$ cat config.mk
export PLATFORM = sky130hd
export DESIGN_NAME = fbl_flash_lock
export DESIGN_NICKNAME = d
export VERILOG_FILES = /design/src/logic/fbl_pkg.sv /design/src/logic/fbl_flash_lock.sv
export SDC_FILE = /design/constraint.sdc
export NUM_CORES = 1
export LEC_CHECK = 0
export BUFFER_PORTS_ARGS = -buffer_cell sky130_fd_sc_hd__buf_4
export CAP_MARGIN = 10
export CELL_PAD_IN_SITES_DETAIL_PLACEMENT = 0
export CELL_PAD_IN_SITES_GLOBAL_PLACEMENT = 1
export CORE_ASPECT_RATIO = 1.5
export CORE_MARGIN = 3
export CORE_UTILIZATION = 37
export DETAILED_ROUTE_END_ITERATION = 16
export PLACE_DENSITY = 0.87
export SLEW_MARGIN = 15
export SYNTH_ARGS = -nofsm -noshare
export SYNTH_HDL_FRONTEND = slang
export SYNTH_SLANG_ARGS = --single-unit
$ cat constraint.sdc
create_clock -name sys_clk -period 4.9 [get_ports sys_clk]
set_input_delay 0.245 -clock sys_clk [delete_from_list [all_inputs] [get_ports sys_clk]]
set_output_delay 0.245 -clock sys_clk [all_outputs]
set_load 0.05 [all_outputs]
$ cat src/logic/fbl_pkg.sv
// Purpose: constants and types for the flash boot and probe lock block
// Assumes: 32-bit apb, 10 MHz system clock
// Notes: offsets are byte addresses, one aligned word per register
package fbl_pkg;
	localparam logic [7:0] OFS_MODE = 8'h00;
	localparam logic [7:0] OFS_CODE = 8'h04;
	localparam logic [7:0] OFS_CTRL = 8'h08;
	localparam logic [7:0] OFS_PROT = 8'h0C;
	localparam logic [7:0] OFS_CMD = 8'h10;
	localparam logic [7:0] OFS_STAT = 8'h14;
	localparam logic [31:0] UNLOCK_CODE = 32'h0000_00C5;
	localparam logic [3:0] STRB_WORD = 4'hF;
	// mode register fields
	localparam int INHIBIT_BIT = 0;
	localparam int REENABLE_BIT = 1;
	localparam int RDPROT_BIT = 2;
	localparam logic [2:0] MODE_RST = 3'h1;
	// control register fields
	localparam int USERBOOT_BIT = 0;
	localparam int GEAR_LSB = 4;
	localparam logic [1:0] GEAR_DIV8 = 2'h3;
	// command register fields
	localparam int OP_LSB = 0;
	localparam int BLK_LSB = 4;
	localparam logic [1:0] OP_PROG = 2'h1;
	localparam logic [1:0] OP_ERASE = 2'h2;
	localparam logic [1:0] OP_UNPROT = 2'h3;
	// status register fields
	localparam int ST_BUSY_BIT = 0;
	localparam int ST_BOOT_BIT = 1;
	localparam int ST_INH_BIT = 2;
	localparam int ST_PALL_BIT = 3;
	localparam int NBLK = 8;
	localparam int BLK_PER_ARRAY = 4;
	localparam int BANK_ADDR_BIT = 2;
	localparam int BLK_ADDR_LSB = 17;
	// timing
	localparam int CLK_HZ = 10_000_000;
	localparam int CYC_PER_MS = CLK_HZ / 1000;
	localparam int PROG_MS = 500;
	localparam int ERASE_MS = 100;
	localparam int PROG_CYC = PROG_MS * CYC_PER_MS;
	localparam int ERASE_CYC = ERASE_MS * CYC_PER_MS;
	localparam int CNT_W = 23;
	typedef enum logic [3:0] {
		ST_IDLE = 4'b0001,
		ST_PROG = 4'b0010,
		ST_ERASE = 4'b0100,
		ST_UNPROT = 4'b1000
	} fbl_op_state_t;
	typedef struct packed {
		logic psel;
		logic penable;
		logic pwrite;
		logic [7:0] paddr;
		logic [31:0] pwdata;
		logic [3:0] pstrb;
	} fbl_apb_req_t;
	typedef struct packed {
		logic req;
		logic [19:0] addr;
	} fbl_rd_req_t;
endpackage

$ cat src/logic/fbl_flash_lock.sv
// Purpose: flash boot mode, protection and debug probe lock control
// Assumes: flash arrays, cpu and probe read paths sit outside; apb slave
// Notes: por resets every register but the boot pin path; rst keeps the probe lock registers
// Behaviour
// - eight 128 kB blocks over two 512 kB arrays, each written alone
// - cpu flash accesses use a 32-bit data path
// - reads interleave between the two flash arrays
// - boot pin level sampled during reset picks single chip or single boot
// - clock gear is divide by eight after reset
// - probe inhibit active refuses all debug probe operation; here only probe reads are refused, probe_op_req is left unused
// - probe read protection blocks every probe read of flash
// - inhibit lifts only after inhibit bit cleared and unlock code written
// - reenable bit set then unlock code written restores probe protection
// - probe lock registers reset only on power-on reset
// - read protection keeps external tools from reading flash
// - rewrite protection set and cleared only by software commands; here por clears it as well
// - whole protection becomes active once every area is protected
// - removing protection erases flash first, then clears protection
// - flash unreadable while erase or program runs
// - user boot mode inhibits every interrupt including nmi
// - any reset returns flash to normal mode
// - block program about 0.5 s, block erase about 100 ms
//
// The address map and the APB slave port are this design's own decisions.
`timescale 1ns/1ns
module fbl_flash_lock #(
	parameter int PROG_CYCLES = fbl_pkg::PROG_CYC,
	parameter int ERASE_CYCLES = fbl_pkg::ERASE_CYC
) (
	input wire logic sys_clk,
	input wire logic rst,
	input wire logic por,
	input wire logic boot_pin,
	input wire fbl_pkg::fbl_apb_req_t apb_req,
	output logic pready,
	output logic [31:0] prdata,
	output logic pslverr,
	input wire fbl_pkg::fbl_rd_req_t cpu_rd,
	input wire fbl_pkg::fbl_rd_req_t probe_rd,
	input wire logic probe_op_req,
	output logic cpu_rd_ok,
	output logic cpu_rd_deny,
	output logic rd_bank,
	output logic probe_rd_ok,
	output logic probe_rd_deny,
	output logic probe_enable,
	output logic single_boot,
	output logic [1:0] clk_gear,
	output logic irq_inhibit,
	output logic flash_busy,
	output logic [2:0] op_block,
	output logic read_protect
);
	import fbl_pkg::*;

	function automatic logic bank_of(input logic [19:0] a);
		bank_of = a[BANK_ADDR_BIT];
	endfunction

	logic boot_s1_r, boot_s2_r;
	logic boot_mode_r;
	logic [2:0] mode_r;
	logic inhibit_r;
	logic userboot_r;
	logic [1:0] gear_r;
	logic [7:0] prot_r;
	logic [7:0] prot_nxt;
	fbl_op_state_t st_r, st_nxt;
	logic [CNT_W-1:0] cnt_r, cnt_nxt;
	logic [2:0] blk_r;
	logic pready_r, pslverr_r;
	logic [31:0] prdata_r;
	logic cpu_ok_r, cpu_deny_r, bank_r;
	logic prb_ok_r, prb_deny_r;
	logic probe_en_r;
	logic busy_r;
	logic prot_all_r;

	// apb decode
	wire setup = apb_req.psel & ~apb_req.penable;
	wire done = apb_req.psel & apb_req.penable & pready_r;
	wire wr = done & apb_req.pwrite & ~pslverr_r;
	wire full = apb_req.pstrb == STRB_WORD;
	wire a_mode = apb_req.paddr == OFS_MODE;
	wire a_code = apb_req.paddr == OFS_CODE;
	wire a_ctrl = apb_req.paddr == OFS_CTRL;
	wire a_prot = apb_req.paddr == OFS_PROT;
	wire a_cmd = apb_req.paddr == OFS_CMD;
	wire a_stat = apb_req.paddr == OFS_STAT;
	wire mapped = a_mode | a_code | a_ctrl | a_prot | a_cmd | a_stat;
	// partial writes to the lock code register are refused
	wire bad_strb = apb_req.pwrite & a_code & ~full;
	wire code_ok = wr & a_code & (apb_req.pwdata == UNLOCK_CODE);
	wire lift = code_ok & ~mode_r[INHIBIT_BIT];
	wire relock = code_ok & mode_r[REENABLE_BIT];
	wire idle = st_r == ST_IDLE;
	wire prot_all = &prot_r;
	wire [1:0] cmd_op = apb_req.pwdata[OP_LSB +: 2];
	wire [2:0] cmd_blk = apb_req.pwdata[BLK_LSB +: 3];
	wire cmd_wr = wr & a_cmd & idle;
	wire go_prog = cmd_wr & (cmd_op == OP_PROG) & ~prot_r[cmd_blk];
	wire go_erase = cmd_wr & (cmd_op == OP_ERASE) & ~prot_r[cmd_blk];
	wire go_unprot = cmd_wr & (cmd_op == OP_UNPROT);
	wire cnt_end = cnt_r == '0;

	logic [31:0] rd_word;
	always_comb begin
		rd_word = '0;
		if (a_mode) begin
			rd_word[2:0] = mode_r;
		end else if (a_ctrl) begin
			rd_word[USERBOOT_BIT] = userboot_r;
			rd_word[GEAR_LSB +: 2] = gear_r;
		end else if (a_prot) begin
			rd_word[NBLK-1:0] = prot_r;
		end else if (a_cmd) begin
			rd_word[BLK_LSB +: 3] = blk_r;
		end else if (a_stat) begin
			rd_word[ST_BUSY_BIT] = ~idle;
			rd_word[ST_BOOT_BIT] = boot_mode_r;
			rd_word[ST_INH_BIT] = inhibit_r;
			rd_word[ST_PALL_BIT] = prot_all;
		end
	end

	// apb slave: one wait-free access, answer registered at setup
	always_ff @(posedge sys_clk) begin
		if (rst | por) begin
			pready_r <= 1'b0;
			pslverr_r <= 1'b0;
			prdata_r <= '0;
		end else begin
			pready_r <= setup;
			// error stands only with its one access cycle
			pslverr_r <= setup & (~mapped | bad_strb);
			if (setup) begin
				prdata_r <= rd_word;
			end
		end
	end

	// boot pin crosses in from the board
	always_ff @(posedge sys_clk) begin
		boot_s1_r <= boot_pin;
		boot_s2_r <= boot_s1_r;
	end

	// mode follows the pin while reset is held, frozen at release
	always_ff @(posedge sys_clk) begin
		if (rst | por) begin
			boot_mode_r <= boot_s2_r;
		end
	end

	// lock state survives a normal reset
	always_ff @(posedge sys_clk) begin
		if (por) begin
			mode_r <= MODE_RST;
			inhibit_r <= 1'b1;
			probe_en_r <= 1'b0;
		end else begin
			if (wr & a_mode) begin
				mode_r <= apb_req.pwdata[2:0];
			end
			// enable is its own flop so the probe side sees no gate after it
			if (relock) begin
				inhibit_r <= 1'b1;
				probe_en_r <= 1'b0;
			end else if (lift) begin
				inhibit_r <= 1'b0;
				probe_en_r <= 1'b1;
			end
		end
	end

	// any reset leaves user boot and restores the slow gear
	always_ff @(posedge sys_clk) begin
		if (rst | por) begin
			userboot_r <= 1'b0;
			gear_r <= GEAR_DIV8;
		end else if (wr & a_ctrl) begin
			userboot_r <= apb_req.pwdata[USERBOOT_BIT];
			gear_r <= apb_req.pwdata[GEAR_LSB +: 2];
		end
	end

	// block protection and the operation sequencer
	always_comb begin
		prot_nxt = prot_r;
		st_nxt = st_r;
		cnt_nxt = cnt_r;
		if (wr & a_prot & idle) begin
			// software may only add protection; removal goes through erase
			prot_nxt = prot_r | apb_req.pwdata[NBLK-1:0];
		end
		case (st_r)
			ST_IDLE: begin
				if (go_prog) begin
					st_nxt = ST_PROG;
					cnt_nxt = CNT_W'(PROG_CYCLES - 1);
				end else if (go_erase) begin
					st_nxt = ST_ERASE;
					cnt_nxt = CNT_W'(ERASE_CYCLES - 1);
				end else if (go_unprot) begin
					st_nxt = ST_UNPROT;
					cnt_nxt = CNT_W'(ERASE_CYCLES - 1);
				end
			end
			ST_PROG, ST_ERASE: begin
				cnt_nxt = cnt_r - 1'b1;
				if (cnt_end) begin
					st_nxt = ST_IDLE;
				end
			end
			ST_UNPROT: begin
				cnt_nxt = cnt_r - 1'b1;
				if (cnt_end) begin
					st_nxt = ST_IDLE;
					prot_nxt = '0;
				end
			end
			default: begin
				st_nxt = ST_IDLE;
			end
		endcase
	end

	// a reset aborts any running operation
	always_ff @(posedge sys_clk) begin
		if (rst | por) begin
			st_r <= ST_IDLE;
			cnt_r <= '0;
			blk_r <= '0;
			busy_r <= 1'b0;
		end else begin
			st_r <= st_nxt;
			cnt_r <= cnt_nxt;
			// taken from the next state so busy keeps step with st_r
			busy_r <= st_nxt != ST_IDLE;
			if (cmd_wr) begin
				blk_r <= cmd_blk;
			end
		end
	end

	// protection bits are nonvolatile in the array, so of the two resets only por clears them; an unprotect clears them too
	always_ff @(posedge sys_clk) begin
		if (por) begin
			prot_r <= '0;
			prot_all_r <= 1'b0;
		end else begin
			prot_r <= prot_nxt;
			// registered copy for the output, same cycle as prot_r
			prot_all_r <= &prot_nxt;
		end
	end

	// read gating for cpu and probe paths
	wire prb_block = inhibit_r | mode_r[RDPROT_BIT] | prot_all | ~idle;
	always_ff @(posedge sys_clk) begin
		if (rst | por) begin
			cpu_ok_r <= 1'b0;
			cpu_deny_r <= 1'b0;
			bank_r <= 1'b0;
			prb_ok_r <= 1'b0;
			prb_deny_r <= 1'b0;
		end else begin
			cpu_ok_r <= cpu_rd.req & idle;
			cpu_deny_r <= cpu_rd.req & ~idle;
			if (cpu_rd.req) begin
				bank_r <= bank_of(cpu_rd.addr);
			end
			prb_ok_r <= probe_rd.req & ~prb_block;
			prb_deny_r <= probe_rd.req & prb_block;
		end
	end

	assign pready = pready_r;
	assign prdata = prdata_r;
	assign pslverr = pslverr_r;
	assign cpu_rd_ok = cpu_ok_r;
	assign cpu_rd_deny = cpu_deny_r;
	assign rd_bank = bank_r;
	assign probe_rd_ok = prb_ok_r;
	assign probe_rd_deny = prb_deny_r;
	assign probe_enable = probe_en_r;
	assign single_boot = boot_mode_r;
	assign clk_gear = gear_r;
	assign irq_inhibit = userboot_r;
	assign flash_busy = busy_r;
	assign op_block = blk_r;
	assign read_protect = prot_all_r;
endmodule // fbl_flash_lock

==> results of run 1 <==
==> routing by layer <==
metal  up-vias  track usage, %  routed length [um]
met5         -               0                   0
met4         0           10.06                 311
met3        24           4.231                 488
met2       102           34.26                5002
met1      1454           18.25                3127
li1       1533               -                   -
==> cell type report <==
cell class	count	area [um2]	area share, %
multi-input cells	293	1802	43.28
flip-flops and latches	66	1331	31.98
repair buffers	79	593.1	14.25
clock buffers	13	250.2	6.011
well taps	107	133.9	3.216
inverters	10	37.54	0.9017
clock inverters	3	15.01	0.3607
==> synthesized netlist by cell type (all sizes together) (3+ instances only) <==
| cell type | instances | area share, % |
|---|---|---|
| a211oi | 4 | 0.90 |
| or2 | 3 | 0.56 |
| nand4b | 3 | 0.78 |
| o21ai | 9 | 1.3 |
| nor4 | 14 | 3.3 |
| a22oi | 3 | 0.67 |
| or4 | 11 | 2.6 |
| clkbuf | 12 | 2.2 |
| nand2 | 22 | 2.5 |
| nor4b | 4 | 1.2 |
| dfxtp | 65 | 39 |
| nand3 | 12 | 1.8 |
| and3 | 6 | 1.1 |
| o31ai | 6 | 1.8 |
| a311oi | 6 | 1.6 |
| nor3 | 16 | 2.4 |
| or3 | 13 | 2.7 |
| nor2b | 4 | 0.75 |
| o211ai | 3 | 0.67 |
| inv | 10 | 1.1 |
| buf | 26 | 5.8 |
| nor2 | 38 | 4.3 |
| mux2i | 8 | 2.4 |
| nand2b | 7 | 1.3 |
| a21oi | 37 | 5.6 |
| nand4 | 9 | 1.7 |
==> sequential cells by signal (all words and copies together), names as in the netlist, 2 cells and up <==
signal / cells
cnt_r: 23
prdata: 8
prot_r: 8
st_r: 4
mode_r: 3
op_block: 3
clk_gear: 2
==> layout by cell type (no fill, tap or decap), types with 4 or more instances in the layout <==
| cell type | instances |
|---|---|
| sky130_fd_sc_hd__or4_1 | 10 |
| sky130_fd_sc_hd__a21oi_1 | 36 |
| sky130_fd_sc_hd__a211oi_1 | 4 |
| sky130_fd_sc_hd__buf_4 | 79 |
| sky130_fd_sc_hd__nand4_1 | 9 |
| sky130_fd_sc_hd__nor3_1 | 16 |
| sky130_fd_sc_hd__nand3_1 | 12 |
| sky130_fd_sc_hd__inv_1 | 10 |
| sky130_fd_sc_hd__and3_1 | 6 |
| sky130_fd_sc_hd__dfxtp_1 | 65 |
| sky130_fd_sc_hd__nor2b_1 | 4 |
| sky130_fd_sc_hd__nand2b_1 | 7 |
| sky130_fd_sc_hd__o21ai_0 | 8 |
| sky130_fd_sc_hd__nor4_1 | 11 |
| sky130_fd_sc_hd__clkbuf_16 | 9 |
| sky130_fd_sc_hd__nor2_1 | 37 |
| sky130_fd_sc_hd__mux2i_1 | 8 |
| sky130_fd_sc_hd__o31ai_1 | 5 |
| sky130_fd_sc_hd__conb_1 | 24 |
| sky130_fd_sc_hd__or3_1 | 9 |
| sky130_fd_sc_hd__a311oi_1 | 6 |
| sky130_fd_sc_hd__nand2_1 | 22 |
==> worst max-delay path, stage by stage (launching register included) <==
cell	delay (ns)
sky130_fd_sc_hd__dfxtp_1	0.34
sky130_fd_sc_hd__inv_1	0.07
sky130_fd_sc_hd__ha_1	0.17
sky130_fd_sc_hd__nor3b_1	0.50
sky130_fd_sc_hd__nand3_1	0.29
sky130_fd_sc_hd__or4_1	0.71
sky130_fd_sc_hd__o31ai_4	0.42
sky130_fd_sc_hd__nor2_1	0.12
sky130_fd_sc_hd__and3_1	0.16
==> power by group through the flow <==
stage | Sequential (mW) | Combinational [mW] | Clock, mW
CTS | 0.545 | 0.129 | 0.587
global route | 0.545 | 0.137 | 0.615
global placement | 0.556 | 0.128 | 0
detailed placement | 0.556 | 0.129 | 0
floorplan | 0.567 | 0.0827 | 0
finish | 0.545 | 0.129 | 0.577
==> cell families after synthesis <==
kind of cell / synth area share, %
fa+ha+maj: 0.6726
buf+inv: 9.193
simple gates: 28.81
compound gates: 16.67
other cells: 0.1120
flops: 39.76
xor+xnor: 1.047
mux: 3.737
==> worst max path at each step <==
stage	from	to	slack, ns	cells after the start
final	cnt_r[0]	read_protect	2.01	8
after global routing	cnt_r[0]	read_protect	1.80	8
after CTS	cnt_r[0]	read_protect	1.95	8
after detailed placement	cnt_r[0]	read_protect	1.98	8
after global placement	cnt_r[0]	read_protect	2.00	8
after floorplan	apb_req[43]	cnt_r[13]	2.51	6
==> through the flow <==
step | cells | hold WS [ns] | util [%] | cell area (um2)
3_3_place_gp | 555 | 0.3149 | 45.22 | 3897
3_5_place_dp | 555 | 0.3178 | 45.22 | 3897
2_1_floorplan | 407 | 0.2727 | - | 3435
4_1_cts | 571 | 0.004479 | 48.30 | 4163
6_report | 571 | 0.01365 | 48.30 | 4163
5_1_grt | 571 | 0.001502 | 48.30 | 4163
==> impl_metrics.tcl, run 1 <==
set metrics [dict create \
    result_of_the_run "complete, no violations" \
    fin_skew_ns 0.004851 \
    numClockSinks 66 \
    detailedRoute.firstPassIterationCount 5 \
    critical_path.reg2reg.endpoint "read_protect" \
    layout_setup_ws_ns 2.007 \
    final.fill_count 848 \
    floorplan.initialDensity_pct 38.85 \
    antenna-diode-count 0 \
    edff_count_synth 1 \
    final.min_clock_period_ns 2.893 \
    antenna_violations_before_repair 0 \
    cap_violations 0 \
    critical_path.startpoint_type "flip-flop" \
    syn_inst 384 \
    place.detailed.hpwl_um 6917 \
    setup.worst_path.end_class "flip-flop" \
    clockRootBuffer "sky130_fd_sc_hd__clkbuf_16" \
    holdPathStages 1 \
    htree_levels 3 \
    first_global_vias 3138 \
    synth-warning-count 0 \
    fin_crit_sh_pct 59.04 \
    cellInternalPower_mw 0.9369 \
    headroom_to_the_max_slew_limit_pct 29.15 \
    worst_ep_arrival_time_ns 3.12 \
    tightest_slew_ns 1.062 \
    fin_nets 554 \
    worst-setup-path-type "reg -> reg" \
    unrepaired_setup_endpoints_after_global_routing "false" \
    postCtsSetupRepairBufs 0 \
    worst-path-max-fanout 8 \
    grt_pass1_wl_um 14720 \
    worstHoldPathType "in -> reg" \
    synth_flop_cell "sky130_fd_sc_hd__dfxtp_1" \
    worstSkewPairLatency_ns 0.33 \
    gp_congestion 0.8634 \
    cts-resized-gates 0 \
    synth_unique_cells 64 \
    drv_slew 0 \
    syn2layout_area_growth_pct 24.33 \
    power.switching_mw 0.3135 \
    worstHoldStart "boot_pin" \
    flop_and_latch_count_out_of_synthesis 66 \
    setup_total_negative_slack_ns 0 \
    average_detailed_routed_wire_length_per_instance_um 15.64 \
    post_route_cells_drive_above_1_share_pct 24.57 \
    pin_count_of_the_biggest_net_entering_global_routing 32 \
    worst_hold_path.endpoint "boot_s1_r" \
    postRouteWirelength_um 8929 \
    hold_buf_count_cts 0 \
    power_mw 1.250 \
    cts_tree "yes" \
    switching_share_pct 25.07 \
    global_route.overflow_total 0 \
    power_frac_seq_pct 43.6 \
    drt_iter0_drc 135 \
    routed_vias 3113 \
    leakagePower_nw 1.715 \
    die-width_um 83.67 \
    max_freq_mhz 345.6 \
    vdd_drop_max_mv 0.1852 \
    minimum_setup_slack_among_reg_to_reg_paths_ns 2.01 \
    part_of_the_power_in_combinational_logic_pct 10.3 \
    critical_path.reg2reg.startpoint "cnt_r[0]" \
    syn-mean-instance-area_um2 8.719 \
    worst-r2r-cell-count 8 \
    floorplan.rows 41 \
    async_flop_share_pct 0 \
    dieArea_um2 10250 \
    route.antenna.remaining_nets 0 \
    routed_via_density 5.452 \
    floorplan.die.height_um 122.5 \
    syn-cell-area_um2 3348 \
    floorplan_core_area_um2 8618 \
    pre_cts_slack_ns 1.984 \
    globalRouteTotalUtil_pct 18.18 \
    clock_buffer_count_from_cts 9 \
    power_frac_clock_pct 46.1 \
    seq_area_frac_synth_pct 39.76 \
    num_io_pins 143 \
    timing.final.setup_violations 0 \
    io_buffers 78 \
    required_ns 5.13 \
    ctsLongestPathBuffers 2 \
    clkTransAtPathRegs_ns 0.05 \
    route.detailed.drc 0 \
    hold_viol 0 \
    power_per_cell_area_nw_per_um2 300.4 \
]
No activity file was read; power rests on OpenSTA's default activity.
==> run 2, diff against run 1 <==
- ABC_AREA: unset -> 1
- CORE_UTILIZATION: 37 -> 34
- PLACE_DENSITY: 0.87 -> 0.82
- clock period: 4.9 -> 2.9 ns (I/O delays scaled with it)
==> impl_metrics.tcl, run 2 <==
set metrics [dict create \
    result_of_the_run "complete, no violations" \
    route.antenna.remaining_nets 0 \
    finalHoldWorstSlack_ns 0.03220 \
    io_buffers 78 \
    gp_congestion 0.8382 \
    antenna-diode-count 0 \
    synth_top_area_cell "sky130_fd_sc_hd__dfxtp_1" \
    final.fill_count 1141 \
    post_route_cells_drive_above_1_share_pct 24.51 \
    drt_iter0_drc 212 \
    die-width_um 92.67 \
    post_dp_cell_area_um2 4466 \
    ctsLongestPathBuffers 2 \
    holdPathStages 2 \
    pin_count_of_the_biggest_net_entering_global_routing 26 \
    cts_tree "yes" \
    headroom_to_the_max_slew_limit_pct 51.97 \
    syn2layout_area_growth_pct 24.49 \
    synth.mux.area_fraction_pct 0 \
    tightest_slew_ns 0.7178 \
    synth_unique_cells 39 \
    flop_and_latch_count_out_of_synthesis 66 \
    dieArea_um2 12600 \
    unrepaired_setup_endpoints_after_global_routing "false" \
    seq_area_frac_synth_pct 34.75 \
    num_io_pins 143 \
    synthAdderAreaFrac_pct 0.3266 \
    floorplan.die.height_um 136.0 \
    worstHoldStart "por" \
    routed_via_density 4.669 \
    synth_simple_gate_area_share_pct 37.62 \
    global_route.overflow_total 0 \
    required_ns 3.11 \
    mostFrequentLayoutCell "sky130_fd_sc_hd__nand2_1" \
    vdd_drop_max_mv 0.2731 \
    fin_crit_sh_pct 73.67 \
    critical_path.startpoint_type "flip-flop" \
    place.detailed.hpwl_um 8328 \
    globalRouteTotalUtil_pct 17.20 \
    yosys.area_share.xor_xnor_pct 0.9144 \
    fin_nets 747 \
    antenna_violations_before_repair 0 \
    fin_skew_ns 0.007377 \
    leakagePower_nw 2.129 \
    worst-r2r-cell-count 9 \
    regMostFlops "cnt_r" \
    synth_flop_cell "sky130_fd_sc_hd__dfxtp_1" \
    power.switching_mw 0.5587 \
    worst-setup-path-type "reg -> reg" \
    floorplan.rows 46 \
    postLayoutCellArea_um2 4770 \
    clkTransAtPathRegs_ns 0.05 \
    edff_count_synth 1 \
    synth_largest_type_area_fraction_pct 33.96 \
    async_flop_share_pct 0 \
    worst_hold_path.endpoint "prot_r[0]" \
    hold_viol 0 \
    critical_path.reg2reg.endpoint "prot_r[4]" \
    final.min_clock_period_ns 2.136 \
    clock_buffer_count_from_cts 9 \
    synth_area_leaders "sky130_fd_sc_hd__dfxtp_1, sky130_fd_sc_hd__nand2_1, sky130_fd_sc_hd__nor2_1" \
    cap_violations 0 \
    critical_path.reg2reg.startpoint "cnt_r[0]" \
    netlist_top_cells_count "sky130_fd_sc_hd__nand2_1, sky130_fd_sc_hd__nor2_1, sky130_fd_sc_hd__dfxtp_1, sky130_fd_sc_hd__inv_1, sky130_fd_sc_hd__nand3_1" \
    syn-cell-area_um2 3831 \
    layout.cells.most_common_list "sky130_fd_sc_hd__nand2_1, sky130_fd_sc_hd__nor2_1, sky130_fd_sc_hd__buf_4" \
    htree_levels 3 \
    synth_compound_area_share_pct 13.46 \
    syn-mean-instance-area_um2 6.745 \
    power_frac_clock_pct 48.8 \
    grt_pass1_wl_um 17020 \
    setup_total_negative_slack_ns 0 \
    drv_slew 0 \
    routed_vias 3740 \
    power_per_cell_area_nw_per_um2 461.8 \
    floorplan.initialDensity_pct 35.60 \
    main_combinational_cell_family_by_area_after_synthesis "simple AND/OR/NAND/NOR gates" \
    worstHoldPathType "in -> reg" \
    largest_register_ffs 23 \
    worstSkewPairLatency_ns 0.33 \
    synth-warning-count 0 \
    first_global_vias 3595 \
    power_frac_seq_pct 41.6 \
    syn_inst 568 \
    worst-path-max-fanout 6 \
    minimum_setup_slack_among_reg_to_reg_paths_ns 0.76 \
    average_detailed_routed_wire_length_per_instance_um 13.28 \
    max_freq_mhz 468.1 \
    postRouteWirelength_um 10640 \
    numClockSinks 66 \
    postCtsSetupRepairBufs 0 \
    part_of_the_power_in_combinational_logic_pct 9.6 \
    setup.worst_path.end_class "flip-flop" \
    cts-resized-gates 0 \
    timing.final.setup_violations 0 \
    synth_most_common_cell "sky130_fd_sc_hd__nand2_1" \
    hold_buf_count_cts 1 \
    detailedRoute.firstPassIterationCount 4 \
    clockRootBuffer "sky130_fd_sc_hd__clkbuf_16" \
    floorplan_core_area_um2 10760 \
    switching_share_pct 25.37 \
    cellInternalPower_mw 1.644 \
    worst_ep_arrival_time_ns 2.35 \
    route.detailed.drc 0 \
]
## run 2: changes by cell type after synthesis, moves of 9 or more
| cell | change |
|---|---|
| sky130_fd_sc_hd__nor2_1 | +53 |
| sky130_fd_sc_hd__nor3_1 | -10 |
| sky130_fd_sc_hd__nand2_2 | +22 |
| sky130_fd_sc_hd__inv_1 | +52 |
| sky130_fd_sc_hd__nor4_1 | -9 |
| sky130_fd_sc_hd__a21oi_1 | -13 |
| sky130_fd_sc_hd__nand2_1 | +89 |
| sky130_fd_sc_hd__or4_1 | -10 |
| sky130_fd_sc_hd__nand3_1 | +37 |
| sky130_fd_sc_hd__or3_1 | -9 |
| sky130_fd_sc_hd__o21ai_0 | +22 |
| sky130_fd_sc_hd__a21oi_2 | +16 |
## run 2: cells by family after synthesis
kind of cell,Yosys count
AO/OA/AOI/OAI,82
XOR/XNOR,4
adder cells (fa/ha/maj),1
buffers and inverters,98
flip-flops,66
other,1
AND/OR/NAND/NOR,316
## run 2: worst max path at each step
| stage | start | to | slack [ns] | cells past startpoint |
|---|---|---|---|---|
| after floorplan | pready | cnt_r[10] | 0.93 | 12 |
| after global placement | cnt_r[0] | prot_r[2] | 0.79 | 9 |
| after detailed placement | cnt_r[0] | prot_r[5] | 0.75 | 9 |
| after CTS | cnt_r[0] | prot_r[4] | 0.73 | 9 |
| after global routing | cnt_r[0] | prot_r[5] | 0.50 | 9 |
| final | cnt_r[0] | prot_r[4] | 0.76 | 9 |
## run 2: area by class of cell
type,instances,area (um2),area share [%]
clock buffers,9,225.2,4.722
clock inverters,7,68.82,1.443
inverters,65,244.0,5.115
multi-input cells,427,2095,43.91
flip-flops and latches,66,1331,27.91
well taps,144,180.2,3.778
repair buffers,83,625.6,13.12
## run 2: critical path, cell delays in order, from the launching register on
cell	delay [ns]
sky130_fd_sc_hd__dfxtp_1	0.29
sky130_fd_sc_hd__inv_1	0.14
sky130_fd_sc_hd__ha_1	0.24
sky130_fd_sc_hd__nand2_1	0.15
sky130_fd_sc_hd__nor2_1	0.35
sky130_fd_sc_hd__nand4_1	0.25
sky130_fd_sc_hd__nor3_1	0.25
sky130_fd_sc_hd__nor2_1	0.09
sky130_fd_sc_hd__inv_1	0.18
sky130_fd_sc_hd__nor2_1	0.07
## run 2: through the flow
stage                     power (mW)  instances  setup WS (ns)  util, %
final                          2.202        801         0.7637    44.32
after global routing           2.285        801         0.4975    44.32
after CTS                      2.229        801         0.7335    44.32
after detailed placement       1.146        784         0.7455    41.49
after global placement         1.144        784         0.7925    41.49
after floorplan                1.089        591         0.9267        -
## run 2: power by group through the flow
stage	Sequential (mW)	Combinational (mW)	Clock, mW
after global placement	0.937	0.207	0
after global routing	0.917	0.226	1.14
after CTS	0.917	0.210	1.10
after floorplan	0.950	0.139	0
after detailed placement	0.937	0.209	0
final	0.917	0.211	1.07
## run 2: metal layers
layer / track usage (%) / share of wire (%) / wire (um) / vias to the layer above
met1: 18.30 / 39 / 4130 / 1643
met2: 30.92 / 51 / 5409 / 119
met4: 9.861 / 4.3 / 452 / 0
li1: - / - / - / 1949
met3: 3.876 / 6.0 / 643 / 29
met5: 0 / 0 / 0 / -
